## config.mk

```make
export PLATFORM = sky130hd
export DESIGN_NAME = oss_sync_status
export DESIGN_NICKNAME = d
export VERILOG_FILES = /design/src/oss_pkg.sv /design/src/oss_sync_status.sv /design/src/oss_status_reg.sv
export SDC_FILE = /design/constraint.sdc
export NUM_CORES = 1
export LEC_CHECK = 0
export ABC_AREA = 0
export ABC_CLOCK_PERIOD_IN_PS = 2000
export BUFFER_PORTS_ARGS = -buffer_cell sky130_fd_sc_hd__buf_2
export CELL_PAD_IN_SITES_DETAIL_PLACEMENT = 1
export CELL_PAD_IN_SITES_GLOBAL_PLACEMENT = 1
export CORE_MARGIN = 10
export CORE_UTILIZATION = 37
export CTS_CLUSTER_SIZE = 40
export DETAILED_ROUTE_END_ITERATION = 8
export GPL_ROUTABILITY_DRIVEN = 0
export GPL_TIMING_DRIVEN = 0
export HOLD_SLACK_MARGIN = 0.03
export PLACE_DENSITY = 0.81
export SLEW_MARGIN = 30
export SYNTH_ARGS = -nofsm -noshare
export SYNTH_HDL_FRONTEND = slang
export SYNTH_SLANG_ARGS = --single-unit
```

## constraint.sdc

```tcl
create_clock -name sys_clk -period 2 [get_ports sys_clk]
set_input_delay 0.1 -clock sys_clk [delete_from_list [all_inputs] [get_ports sys_clk]]
set_output_delay 0.1 -clock sys_clk [all_outputs]
set_load 0.005 [all_outputs]
```

## src/oss_pkg.sv

```systemverilog
// Purpose: shared constants for the completion-sync and status-summary block
// Assumes: 32-bit apb data, one aligned word per register
// Notes: offsets are byte addresses
package oss_pkg;
    localparam logic [7:0] ADDR_ESE = 8'h00;
    localparam logic [7:0] ADDR_SRE = 8'h04;
    localparam logic [7:0] ADDR_PPE = 8'h08;
    localparam logic [7:0] ADDR_ESR = 8'h0C;
    localparam logic [7:0] ADDR_STB = 8'h10;
    localparam logic [7:0] ADDR_SPOLL = 8'h14;
    localparam logic [7:0] ADDR_STATE = 8'h18;
    localparam logic [7:0] ADDR_IRQ_STAT = 8'h1C;
    localparam logic [7:0] ADDR_IRQ_EN = 8'h20;
    localparam logic [7:0] ADDR_IRQ_CLR = 8'h24;
    // event status bit positions
    localparam int ESR_OPC = 0;
    // status byte bit positions
    localparam int STB_ERRQ = 2;
    localparam int STB_QUES = 3;
    localparam int STB_MAV = 4;
    localparam int STB_ESB = 5;
    localparam int STB_RQS = 6;
    localparam int STB_OPER = 7;
    // interrupt status bit positions
    localparam int IRQ_OPC = 0;
    localparam int IRQ_SRQ = 1;
    localparam int IRQ_QRESP = 2;
    localparam int IRQ_RELEASE = 3;
    localparam int IRQ_W = 4;
    localparam logic [7:0] ESE_RST = 8'h00;
    localparam logic [7:0] SRE_RST = 8'h00;
    localparam logic [7:0] PPE_RST = 8'h00;
    localparam logic [7:0] OPC_ANSWER = 8'h01;
    localparam int SYNC_STAGES = 2;
    typedef enum logic [2:0] {
        CMD_OTHER = 3'b000,
        CMD_OVERLAP = 3'b001,
        CMD_OPC = 3'b010,
        CMD_OPC_QUERY = 3'b011,
        CMD_WAI = 3'b100,
        CMD_CLS = 3'b101
    } oss_cmd_t;
    typedef enum logic [1:0] {
        ST_IDLE = 2'b00,
        ST_WAIT_WAI = 2'b01,
        ST_WAIT_OPCQ = 2'b10
    } oss_state_t;
endpackage

```

## src/oss_sync_status.sv

```systemverilog
// Purpose: completion sync for *OPC/*OPC?/*WAI and status byte / SRQ / IST summary
// Assumes: command parser, overlap engine and status sources on sys_clk
// Notes: apb zero-wait slave; level irq
//
// The APB slave port and the placing of the registers were decided locally.
`timescale 1ns/1ps
`default_nettype none
module oss_sync_status #(
    parameter int PEND_W = 4
) (
    input wire logic sys_clk,
    input wire logic resetn,
    input wire logic clkEn,
    input wire logic psel,
    input wire logic penable,
    input wire logic pwrite,
    input wire logic [7:0] paddr,
    input wire logic [31:0] pwdata,
    output logic [31:0] prdata,
    output logic pready,
    output logic pslverr,
    input wire logic cmdValid,
    input wire logic [2:0] cmdCode,
    output logic cmdReady,
    input wire logic opDone,
    input wire logic [7:1] esrEvt,
    input wire logic operSum,
    input wire logic quesSum,
    input wire logic errQueueNotEmpty,
    input wire logic extMsgAvail,
    output logic respValid,
    output logic [7:0] respData,
    input wire logic respReady,
    output logic srq,
    output logic istFlag,
    output logic irq
);
    logic rstMeta_reg, rstn;
    logic [7:0] ese_reg, sre_reg, ppe_reg;
    logic [PEND_W-1:0] pending_reg;
    logic opcArmed_reg;
    oss_pkg::oss_state_t state_reg;
    logic respValid_reg;
    logic [7:0] respData_reg;
    logic rqs_reg;
    logic [7:0] stbMaskedPrev_reg;
    logic [oss_pkg::IRQ_W-1:0] irqStat_reg, irqEn_reg;
    logic [31:0] prdata_reg;
    logic cmdTake, cmdOvl, cmdOpc, cmdOpcQ, cmdWai, cmdCls;
    logic noPending, opcFire, qRespond, waiRelease;
    logic apbWr, apbRd, apbSetup, mapped;
    logic esrRdClr, spollRd;
    logic [7:0] esrSet, esrEvent, stb, stbMasked;
    logic esb, mav, srqRise;
    logic [7:0] esrLate_reg;
    logic [oss_pkg::IRQ_W-1:0] irqHit;

    // reset released through two flops
    always_ff @(posedge sys_clk or negedge resetn) begin
        if (!resetn) begin
            rstMeta_reg <= 1'b0;
            rstn <= 1'b0;
        end else begin
            rstMeta_reg <= 1'b1;
            rstn <= rstMeta_reg;
        end
    end

    // command acceptance
    assign cmdReady = (state_reg == oss_pkg::ST_IDLE) && !respValid_reg;
    assign cmdTake = cmdValid && cmdReady && clkEn;
    assign cmdOvl = cmdTake && (cmdCode == oss_pkg::CMD_OVERLAP);
    assign cmdOpc = cmdTake && (cmdCode == oss_pkg::CMD_OPC);
    assign cmdOpcQ = cmdTake && (cmdCode == oss_pkg::CMD_OPC_QUERY);
    assign cmdWai = cmdTake && (cmdCode == oss_pkg::CMD_WAI);
    assign cmdCls = cmdTake && (cmdCode == oss_pkg::CMD_CLS);

    // outstanding overlapped operations; a done pulse with none pending is ignored
    always_ff @(posedge sys_clk or negedge rstn) begin
        if (!rstn) begin
            pending_reg <= '0;
        end else if (clkEn) begin
            if (cmdOvl && !(opDone && pending_reg != '0)) begin
                pending_reg <= pending_reg + PEND_W'(1);
            end else if (!cmdOvl && opDone && pending_reg != '0) begin
                pending_reg <= pending_reg - PEND_W'(1);
            end
        end
    end
    assign noPending = (pending_reg == '0);

    // armed completion request; clear-status drops it
    always_ff @(posedge sys_clk or negedge rstn) begin
        if (!rstn) begin
            opcArmed_reg <= 1'b0;
        end else if (clkEn) begin
            if (cmdCls || opcFire) begin
                opcArmed_reg <= 1'b0;
            end else if (cmdOpc) begin
                opcArmed_reg <= 1'b1;
            end
        end
    end
    // only fires once every earlier command has finished
    assign opcFire = opcArmed_reg && noPending;

    assign qRespond = (state_reg == oss_pkg::ST_WAIT_OPCQ) && noPending && clkEn;
    assign waiRelease = (state_reg == oss_pkg::ST_WAIT_WAI) && noPending && clkEn;

    always_ff @(posedge sys_clk or negedge rstn) begin
        if (!rstn) begin
            state_reg <= oss_pkg::ST_IDLE;
        end else if (clkEn) begin
            case (state_reg)
                oss_pkg::ST_IDLE: begin
                    if (cmdWai) begin
                        state_reg <= oss_pkg::ST_WAIT_WAI;
                    end else if (cmdOpcQ) begin
                        state_reg <= oss_pkg::ST_WAIT_OPCQ;
                    end
                end
                oss_pkg::ST_WAIT_WAI: begin
                    if (noPending) begin
                        state_reg <= oss_pkg::ST_IDLE;
                    end
                end
                oss_pkg::ST_WAIT_OPCQ: begin
                    if (noPending) begin
                        state_reg <= oss_pkg::ST_IDLE;
                    end
                end
                default: begin
                    state_reg <= oss_pkg::ST_IDLE;
                end
            endcase
        end
    end

    // one-entry output buffer for the query answer
    always_ff @(posedge sys_clk or negedge rstn) begin
        if (!rstn) begin
            respValid_reg <= 1'b0;
            respData_reg <= 8'h00;
        end else if (clkEn) begin
            if (qRespond) begin
                respValid_reg <= 1'b1;
                respData_reg <= oss_pkg::OPC_ANSWER;
            end else if (respReady) begin
                respValid_reg <= 1'b0;
            end
        end
    end
    assign respValid = respValid_reg;
    assign respData = respData_reg;

    // event status register; query completion also sets the completion bit
    always_comb begin
        esrSet = {esrEvt, 1'b0};
        esrSet[oss_pkg::ESR_OPC] = opcFire || qRespond;
    end

    // a hit in the setup cycle misses the captured read data, so it must survive the clear
    always_ff @(posedge sys_clk or negedge rstn) begin
        if (!rstn) begin
            esrLate_reg <= 8'h00;
        end else if (clkEn) begin
            esrLate_reg <= (apbSetup && paddr == oss_pkg::ADDR_ESR) ? esrSet : 8'h00;
        end
    end

    oss_status_reg #(
        .WIDTH(8)
    ) u_esr (
        .sysClk(sys_clk),
        .rstn(rstn),
        .clkEn(clkEn),
        .cond(8'h00),
        .setEvt(esrSet | esrLate_reg),
        .ptr(8'h00),
        .ntr(8'h00),
        .enable(ese_reg),
        .rdClr(esrRdClr),
        .clrAll(cmdCls),
        .event_reg(esrEvent),
        .sum(esb)
    );

    assign mav = respValid_reg || extMsgAvail;

    // status byte: top of the hierarchy
    always_comb begin
        stb = 8'h00;
        stb[oss_pkg::STB_ERRQ] = errQueueNotEmpty;
        stb[oss_pkg::STB_QUES] = quesSum;
        stb[oss_pkg::STB_MAV] = mav;
        stb[oss_pkg::STB_ESB] = esb;
        stb[oss_pkg::STB_OPER] = operSum;
        stb[oss_pkg::STB_RQS] = rqs_reg;
    end

    // position 6 is the summary itself, so its enable is dropped
    assign stbMasked = stb & sre_reg & 8'hBF;
    assign srqRise = |(stbMasked & ~stbMaskedPrev_reg);

    always_ff @(posedge sys_clk or negedge rstn) begin
        if (!rstn) begin
            stbMaskedPrev_reg <= 8'h00;
        end else if (clkEn) begin
            stbMaskedPrev_reg <= stbMasked;
        end
    end

    // request latch cleared by serial poll read; a new rise wins
    always_ff @(posedge sys_clk or negedge rstn) begin
        if (!rstn) begin
            rqs_reg <= 1'b0;
        end else if (clkEn) begin
            if (srqRise) begin
                rqs_reg <= 1'b1;
            end else if (spollRd || cmdCls) begin
                rqs_reg <= 1'b0;
            end
        end
    end
    assign srq = rqs_reg;
    assign istFlag = |(stb & ppe_reg);

    // apb: zero wait state, read data captured in setup
    assign apbSetup = psel && !penable;
    assign apbWr = psel && penable && pwrite && clkEn;
    assign apbRd = psel && penable && !pwrite && clkEn;
    assign pready = 1'b1;
    always_comb begin
        case (paddr)
            oss_pkg::ADDR_ESE, oss_pkg::ADDR_SRE, oss_pkg::ADDR_PPE, oss_pkg::ADDR_ESR,
            oss_pkg::ADDR_STB, oss_pkg::ADDR_SPOLL, oss_pkg::ADDR_STATE,
            oss_pkg::ADDR_IRQ_STAT, oss_pkg::ADDR_IRQ_EN, oss_pkg::ADDR_IRQ_CLR: mapped = 1'b1;
            default: mapped = 1'b0;
        endcase
    end
    assign pslverr = psel && penable && !mapped;
    assign esrRdClr = apbRd && (paddr == oss_pkg::ADDR_ESR);
    assign spollRd = apbRd && (paddr == oss_pkg::ADDR_SPOLL);

    always_ff @(posedge sys_clk or negedge rstn) begin
        if (!rstn) begin
            ese_reg <= oss_pkg::ESE_RST;
            sre_reg <= oss_pkg::SRE_RST;
            ppe_reg <= oss_pkg::PPE_RST;
            irqEn_reg <= '0;
        end else if (apbWr) begin
            case (paddr)
                oss_pkg::ADDR_ESE: ese_reg <= pwdata[7:0];
                oss_pkg::ADDR_SRE: sre_reg <= pwdata[7:0];
                oss_pkg::ADDR_PPE: ppe_reg <= pwdata[7:0];
                oss_pkg::ADDR_IRQ_EN: irqEn_reg <= pwdata[oss_pkg::IRQ_W-1:0];
                default: begin
                end
            endcase
        end
    end

    always_ff @(posedge sys_clk or negedge rstn) begin
        if (!rstn) begin
            prdata_reg <= 32'h0000_0000;
        end else if (clkEn && apbSetup) begin
            case (paddr)
                oss_pkg::ADDR_ESE: prdata_reg <= {24'h00_0000, ese_reg};
                oss_pkg::ADDR_SRE: prdata_reg <= {24'h00_0000, sre_reg & 8'hBF};
                oss_pkg::ADDR_PPE: prdata_reg <= {24'h00_0000, ppe_reg};
                oss_pkg::ADDR_ESR: prdata_reg <= {24'h00_0000, esrEvent};
                oss_pkg::ADDR_STB, oss_pkg::ADDR_SPOLL: prdata_reg <= {24'h00_0000, stb};
                oss_pkg::ADDR_STATE: prdata_reg <= {21'h00_0000, state_reg, opcArmed_reg,
                                                    {(8 - PEND_W){1'b0}}, pending_reg};
                oss_pkg::ADDR_IRQ_STAT: prdata_reg <= {28'h000_0000, irqStat_reg};
                oss_pkg::ADDR_IRQ_EN: prdata_reg <= {28'h000_0000, irqEn_reg};
                default: prdata_reg <= 32'h0000_0000;
            endcase
        end
    end
    assign prdata = prdata_reg;

    // interrupt: sticky status, set wins over write-one-to-clear
    always_comb begin
        irqHit = '0;
        irqHit[oss_pkg::IRQ_OPC] = opcFire || qRespond;
        irqHit[oss_pkg::IRQ_SRQ] = srqRise;
        irqHit[oss_pkg::IRQ_QRESP] = qRespond;
        irqHit[oss_pkg::IRQ_RELEASE] = waiRelease;
    end

    always_ff @(posedge sys_clk or negedge rstn) begin
        if (!rstn) begin
            irqStat_reg <= '0;
        end else if (clkEn) begin
            if (apbWr && paddr == oss_pkg::ADDR_IRQ_CLR) begin
                irqStat_reg <= (irqStat_reg & ~pwdata[oss_pkg::IRQ_W-1:0]) | irqHit;
            end else begin
                irqStat_reg <= irqStat_reg | irqHit;
            end
        end
    end
    assign irq = |(irqStat_reg & irqEn_reg);
endmodule // oss_sync_status
`default_nettype wire

```

## src/oss_status_reg.sv

```systemverilog
// Purpose: one status register level: condition, transition filters, event, enable, sum
// Assumes: all inputs on sys_clk
// Notes: set wins over read-clear
`timescale 1ns/1ps
`default_nettype none
module oss_status_reg #(
    parameter int WIDTH = 8
) (
    input wire logic sysClk,
    input wire logic rstn,
    input wire logic clkEn,
    input wire logic [WIDTH-1:0] cond,
    input wire logic [WIDTH-1:0] setEvt,
    input wire logic [WIDTH-1:0] ptr,
    input wire logic [WIDTH-1:0] ntr,
    input wire logic [WIDTH-1:0] enable,
    input wire logic rdClr,
    input wire logic clrAll,
    output logic [WIDTH-1:0] event_reg,
    output logic sum
);
    logic [WIDTH-1:0] condPrev_reg;
    logic [WIDTH-1:0] hit;

    assign hit = setEvt | (cond & ~condPrev_reg & ptr) | (~cond & condPrev_reg & ntr);

    always_ff @(posedge sysClk or negedge rstn) begin
        if (!rstn) begin
            condPrev_reg <= '0;
        end else if (clkEn) begin
            condPrev_reg <= cond;
        end
    end

    always_ff @(posedge sysClk or negedge rstn) begin
        if (!rstn) begin
            event_reg <= '0;
        end else if (clkEn) begin
            if (rdClr || clrAll) begin
                event_reg <= hit;
            end else begin
                event_reg <= event_reg | hit;
            end
        end
    end

    assign sum = |(event_reg & enable);
endmodule // oss_status_reg
`default_nettype wire

```

## Yosys cells after proc, flatten, opt, wreduce, memory -nomap -nowiden

Index checks and enable logic that the tools add are counted.

- Register bits after elaboration: 99
- Bits in latches: 0
- Memory bits (writable): 0
- Bits in read-only memories: 0
- Input port bits: 63
- Output and inout bits: 47
- Logic and storage cells: 131
- Memories kept: 0

- Add/subtract/negate cells: 2
- Multipliers: 0
- Div/mod/pow operators: 0
- Order comparisons: 0
- Eq/ne operators: 18
- Shifts and indexed selects: 0
- Mux-type cells: 17
- Bitwise operators: 12
- Reduce and logical (&&, ||, !) cells: 65

Operator list:

| operator | number |
|---|---|
| 11-bit case mux with 8 select lines | 1 |
| 8-bit bitwise AND | 4 |
| 8-bit by 5-bit == test with 1-bit output (second input constant) | 4 |
| 1-bit logical AND | 29 |
| 8-bit OR reduction | 3 |
| 2-bit AND reduction | 9 |
| 8-bit by 4-bit == test with 1-bit output (second input constant) | 2 |
| 8-bit by 6-bit == test with 1-bit output (second input constant) | 2 |
| 8-bit 2-to-1 mux | 2 |
| 8-bit bitwise OR | 2 |
| 4-bit 2-to-1 mux | 3 |
| 10-bit OR reduction | 1 |
| 4-bit bitwise AND | 2 |
| 8-bit by 3-bit == test with 1-bit output (second input constant) | 1 |
| 8-bit logical NOT | 1 |
| 8-bit NOT | 1 |
| 4-bit bitwise OR | 2 |
| 2-bit nonzero test | 4 |
| 1-bit 2-to-1 mux | 7 |
| 3-bit by 2-bit == test with 1-bit output (second input constant) | 2 |
| 3-bit == test (second input constant) | 2 |
| 1-bit logical NOT | 6 |
| 2-bit 2-to-1 mux | 3 |
| 1-bit logical OR | 5 |
| 15 further kinds | 16 |

## Logic depth before layout (Yosys ltp)

- Word-level depth: 10
- Gate-level depth with buffers: 11
- Depth with buffers taken out: 10

## By module

Synthesis repeated with hierarchy kept, for this count alone.

- Cells, all modules: 427
- Area, all modules: 4604.4 um^2

By module, submodules not included:

| module | instances | cells each | area each (um^2) |
|---|---|---|---|
| oss_sync_status | 1 | 355 | 3784.9 |
| oss_status_reg | 1 | 72 | 819.5 |

## Least setup slack after synthesis

Ideal clock, no wire load.

- Kind: reg2reg
- From: register state_reg[1]
- To: register pending_reg[3]
- Setup time: 0.080 ns
- Arrival: 2.261 ns
- Slack: -0.341 ns
- Stages on the path, launching flop included: 12
- Buffers on the path: 1
- Period minus slack after synthesis: 2.341 ns
- Path through: dfrtp_1 > inv_1 > ha_1 > and4b_1 > clkbuf_1 > and4_1 > inv_1 > ha_1 > a21oi_1 > a21oi_1 > a22oi_1 > xnor2_1

- Cells in the longest elaborated chain, start to end: 10

RTL lines:

| item | line | text |
|---|---|---|
| from (decl) | oss_sync_status.sv:42 | `oss_pkg::oss_state_t state_reg;` |
| from (signal assigned) | oss_sync_status.sv:112 | `state_reg <= oss_pkg::ST_IDLE;` |
| from (signal assigned) | oss_sync_status.sv:117 | `state_reg <= oss_pkg::ST_WAIT_WAI;` |
| from (signal assigned) | oss_sync_status.sv:119 | `state_reg <= oss_pkg::ST_WAIT_OPCQ;` |
| 2-bit logical NOT (*) | oss_sync_status.sv:70 | `assign cmdReady = (state_reg == oss_pkg::ST_IDLE) && !respValid_reg;` |
| 1-bit logical AND (*) | oss_sync_status.sv:70 |  |
| 1-bit logical AND (*) (2 in series) | oss_sync_status.sv:71 | `assign cmdTake = cmdValid && cmdReady && clkEn;` |
| 1-bit logical AND (*) | oss_sync_status.sv:72 | `assign cmdOvl = cmdTake && (cmdCode == oss_pkg::CMD_OVERLAP);` |
| 1-bit logical NOT | oss_sync_status.sv:85 | `end else if (!cmdOvl && opDone && pending_reg != '0) begin` |
| 1-bit logical AND (2 in series) | oss_sync_status.sv:85 |  |
| 2-bit nonzero test (no source line) | -- |  |
| 2-bit AND reduction (no source line) | -- |  |
| to (signal assigned) | oss_sync_status.sv:84 | `pending_reg <= pending_reg + PEND_W'(1);` |
| to (signal assigned) | oss_sync_status.sv:86 | `pending_reg <= pending_reg - PEND_W'(1);` |
| to (decl) | oss_sync_status.sv:40 | `logic [PEND_W-1:0] pending_reg;` |

Every way passes the cells marked *; elsewhere a longest branch is shown, timed or not.
A chain may end at the register's enable or synchronous reset.

## Final worst setup path

Same ends and word-level chain as after synthesis.

==> impl_metrics.json <==
{
  "cp.required_ns": 2.27,
  "cap_violations": 0,
  "yosys-top-cells-area": "dfrtp_1 45%, mux2_2 8.7%, buf_4 5.3%",
  "area.growth.synth_to_final_pct": 29.0,
  "hold_ws_ns": 0.0541,
  "core_um2": 10900,
  "syn_inst": 389,
  "setup_tns_ns": -0.274,
  "syn_area_per_cell_um2": 10.6,
  "dr.pass1.iters": 6,
  "clkLatencyLatePin_ns": 0.38,
  "path_clk_slew_ns": 0.09,
  "powerDensity_nw_per_um2": 867,
  "dieHeight_um": 126,
  "cts_made_buffers": 9,
  "antenna_found_initial": 0,
  "max-slew-margin-rel_pct": 39.4,
  "async_flop_share_pct": 100,
  "cts_max_level": 3,
  "drive_gt1_share_pct": 36.7,
  "dieArea_um2": 15800,
  "synth_flop_cell": "dfrtp_1",
  "floorplan.rows": 38,
  "hold_viol": 0,
  "wl_mm": 14.0,
  "fp.dieW_um": 126,
  "dp_slack_ns": -0.414,
  "cpMaxStageDelayCell": "dfrtp_2",
  "fin_nets": 584,
  "swShare_pct": 33.2,
  "cts_buffer_depth": 2,
  "grt_max_degree": 49,
  "status": "complete, but fails checks",
  "tightest_slew_ns": 0.901,
  "initial_core_util_pct": 37.9,
  "ys_ff_latch": 75,
  "synth_top_area_share_pct": 45.5,
  "pwr-share-seq_pct": 41.6,
  "layout_min_cycle_time_ns": 2.18,
  "synthTopCellsByCount": "75 x dfrtp_1, 32 x mux2_2, 29 x buf_4, 29 x o21ai_0, 22 x nand2_1",
  "synth_area_um2": 4130,
  "grt_pass1_wl_mm": 21.4,
  "clockRootBuffer": "clkbuf_8",
  "synth_most_common_cell": "dfrtp_1",
  "wl_per_cell_um": 21.2,
  "drtIter0Drc": 232,
  "yosysWarnings": 0,
  "largest_reg_flops": 11,
  "leakage_uw": 0.00256,
  "cts.sinks": 75,
  "vias": 3601,
  "grtUsageTotal_pct": 16.8,
  "port_buffers": 54,
  "ir_drop_mv": 0.557,
  "crit_arrival_ns": 2.46,
  "critical_path.max_fanout": 3,
  "setup_slack_ns": -0.183,
  "failed_checks": "negative setup slack",
  "grt-ovfl-total": 0,
  "pwr-share-clk_pct": 28.1,
  "finalSetupViolations": 2,
  "ant_nets": 0,
  "pwr-share-comb_pct": 30.3,
  "p_int_uw": 3080,
  "seq_area_frac_synth_pct": 45.5,
  "rsz0062_at_grt": "true",
  "pin_count": 110,
  "cts_tree": "done",
  "drc": 0,
  "criticalPathCategory": "flop to flop",
  "crit_top_cell": "ha_4",
  "dp_hpwl_mm": 9.94,
  "cp-start-kind": "flop",
  "worstPathCellList": "inv_2 -> ha_4 -> and4b_2 -> and4_4 -> inv_6 -> ha_4 -> a21oi_4 -> and3_4 -> a22oi_2 -> xnor2_1",
  "hp-class": "primary input to flop",
  "total_power_uw": 4610,
  "n_antenna_cell": 0,
  "yosysUniqueCellTypes": 61,
  "synth_edf_count": 0,
  "n_fill_cell": 1258,
  "slew_viol_final": 0,
  "p_switching_uw": 1530,
  "critPathMaxStageDelay_ns": 0.42,
  "grt_pass1_vias": 3941,
  "cp-end-kind": "flop",
  "period_share_pct": 109,
  "synth_largest_area_cell": "dfrtp_1",
  "viasPerCell": 5.46,
  "skew_ns": 0.0163,
  "max_freq_ghz": 0.458
}
-- stage by stage --
step | instance area [um^2] | utilization [%] | std cells
after floorplan | 4260 | - | 417
after global placement | 4710 | 43.2 | 611
after detailed placement | 4740 | 43.6 | 612
after CTS | 5220 | 48.0 | 651
after global routing | 5320 | 48.9 | 660
final | 5320 | 48.9 | 660
-- worst paths after layout --
check | startpoint | end | slack, ns | cells past startpoint
worst max-delay path | state_reg[1] | pending_reg[3] | -0.18 | 10
worst min-delay path | pwdata[2] | irqEn_reg[2] | 0.05 | 2
worst max register to register | state_reg[1] | pending_reg[3] | -0.18 | 10
worst min register to register | rstn | esrLate_reg[1] | 0.25 | 0
max in group asynchronous | rstn | pending_reg[1] | 1.18 | 1
min in group asynchronous | rstn | esrLate_reg[1] | 0.25 | 0
-- routing by layer --
| layer | vias to the layer above | GRT usage [%] | share of wire (%) |
|---|---|---|---|
| met1 | 1814 | 20.4 | 42 |
| li1 | 1639 | - | - |
| met4 | 0 | 7.38 | 2.4 |
| met5 | - | 0 | 0 |
| met3 | 26 | 4.31 | 6.7 |
| met2 | 122 | 27.3 | 49 |
-- critical path, delay by kind of cell (launching register included) --
kind                       cells  cell delay (ns)
xor gates and xnor gates       1             0.24
buffers and inverters          2             0.13
DFF                            1             0.42
adders and majority gates      2             0.39
and+or+nand+nor                3             0.70
AOI/OAI and AO/OA              2             0.20
-- power groups by stage --
stage / sequential [uW] / combinational [uW] / clock, uW
3_3_place_gp: 1970 / 789 / 0
5_1_grt: 1940 / 1530 / 1360
3_5_place_dp: 1960 / 861 / 0
4_1_cts: 1910 / 1110 / 1300
6_report: 1920 / 1400 / 1300
2_1_floorplan: 1870 / 591 / 0
-- cell usage in the layout, fill, tap and decap left out, types with 5 or more instances in the layout --
cell,synthesis,layout
and3_1,12,11
dfrtp_1,75,68
mux2i_1,6,6
a22o_1,15,15
a32oi_1,6,6
o22ai_1,5,5
dfrtp_2,0,6
a22oi_1,12,11
clkbuf_1,11,10
inv_1,18,15
nand3b_1,8,8
buf_2,5,59
nand4_1,6,6
a32o_1,6,6
dlygate4sd3_1,0,15
conb_1,2,30
mux2_2,32,32
nor2_1,10,10
buf_4,29,47
nand2_1,22,22
nand3_1,9,8
o21ai_0,29,29
clkbuf_8,0,12
-- layout make-up --
class / instances / area (um^2) / share of cell area, %
Multi-Input combinational cell: 276 / 2080 / 39.0
Sequential cell: 75 / 1890 / 35.5
Timing Repair Buffer: 88 / 583 / 11.0
Buffer: 47 / 314 / 5.90
Tap cell: 140 / 175 / 3.29
Clock buffer: 12 / 165 / 3.10
Inverter: 18 / 72.6 / 1.36
Clock inverter: 4 / 47.5 / 0.893
-- cell families (layout without fill, tap and decap cells) --
family / after synthesis / in the layout / share of synthesized area (%)
flip-flops: 75 / 75 / 45.5
XOR/XNOR: 3 / 3 / 0.637
AO/OA/AOI/OAI: 102 / 102 / 17.7
adder cells (fa/ha/maj): 6 / 6 / 2.00
AND/OR/NAND/NOR: 97 / 97 / 14.4
multiplexers: 38 / 38 / 10.2
other: 2 / 30 / 0.182
buffers and inverters: 66 / 169 / 9.34
-- what timing repair did --
action / in CTS / in global routing
pin swaps: 5 / 5
endpoints found under the hold margin: 29 / 0
gates resized for setup: 14 / 8
gates cloned: 0 / 0
buffers inserted: 8 / 10
hold buffers: 15 / 0
setup endpoints to repair: 3 / 10
(Power assumes the default switching activity.)
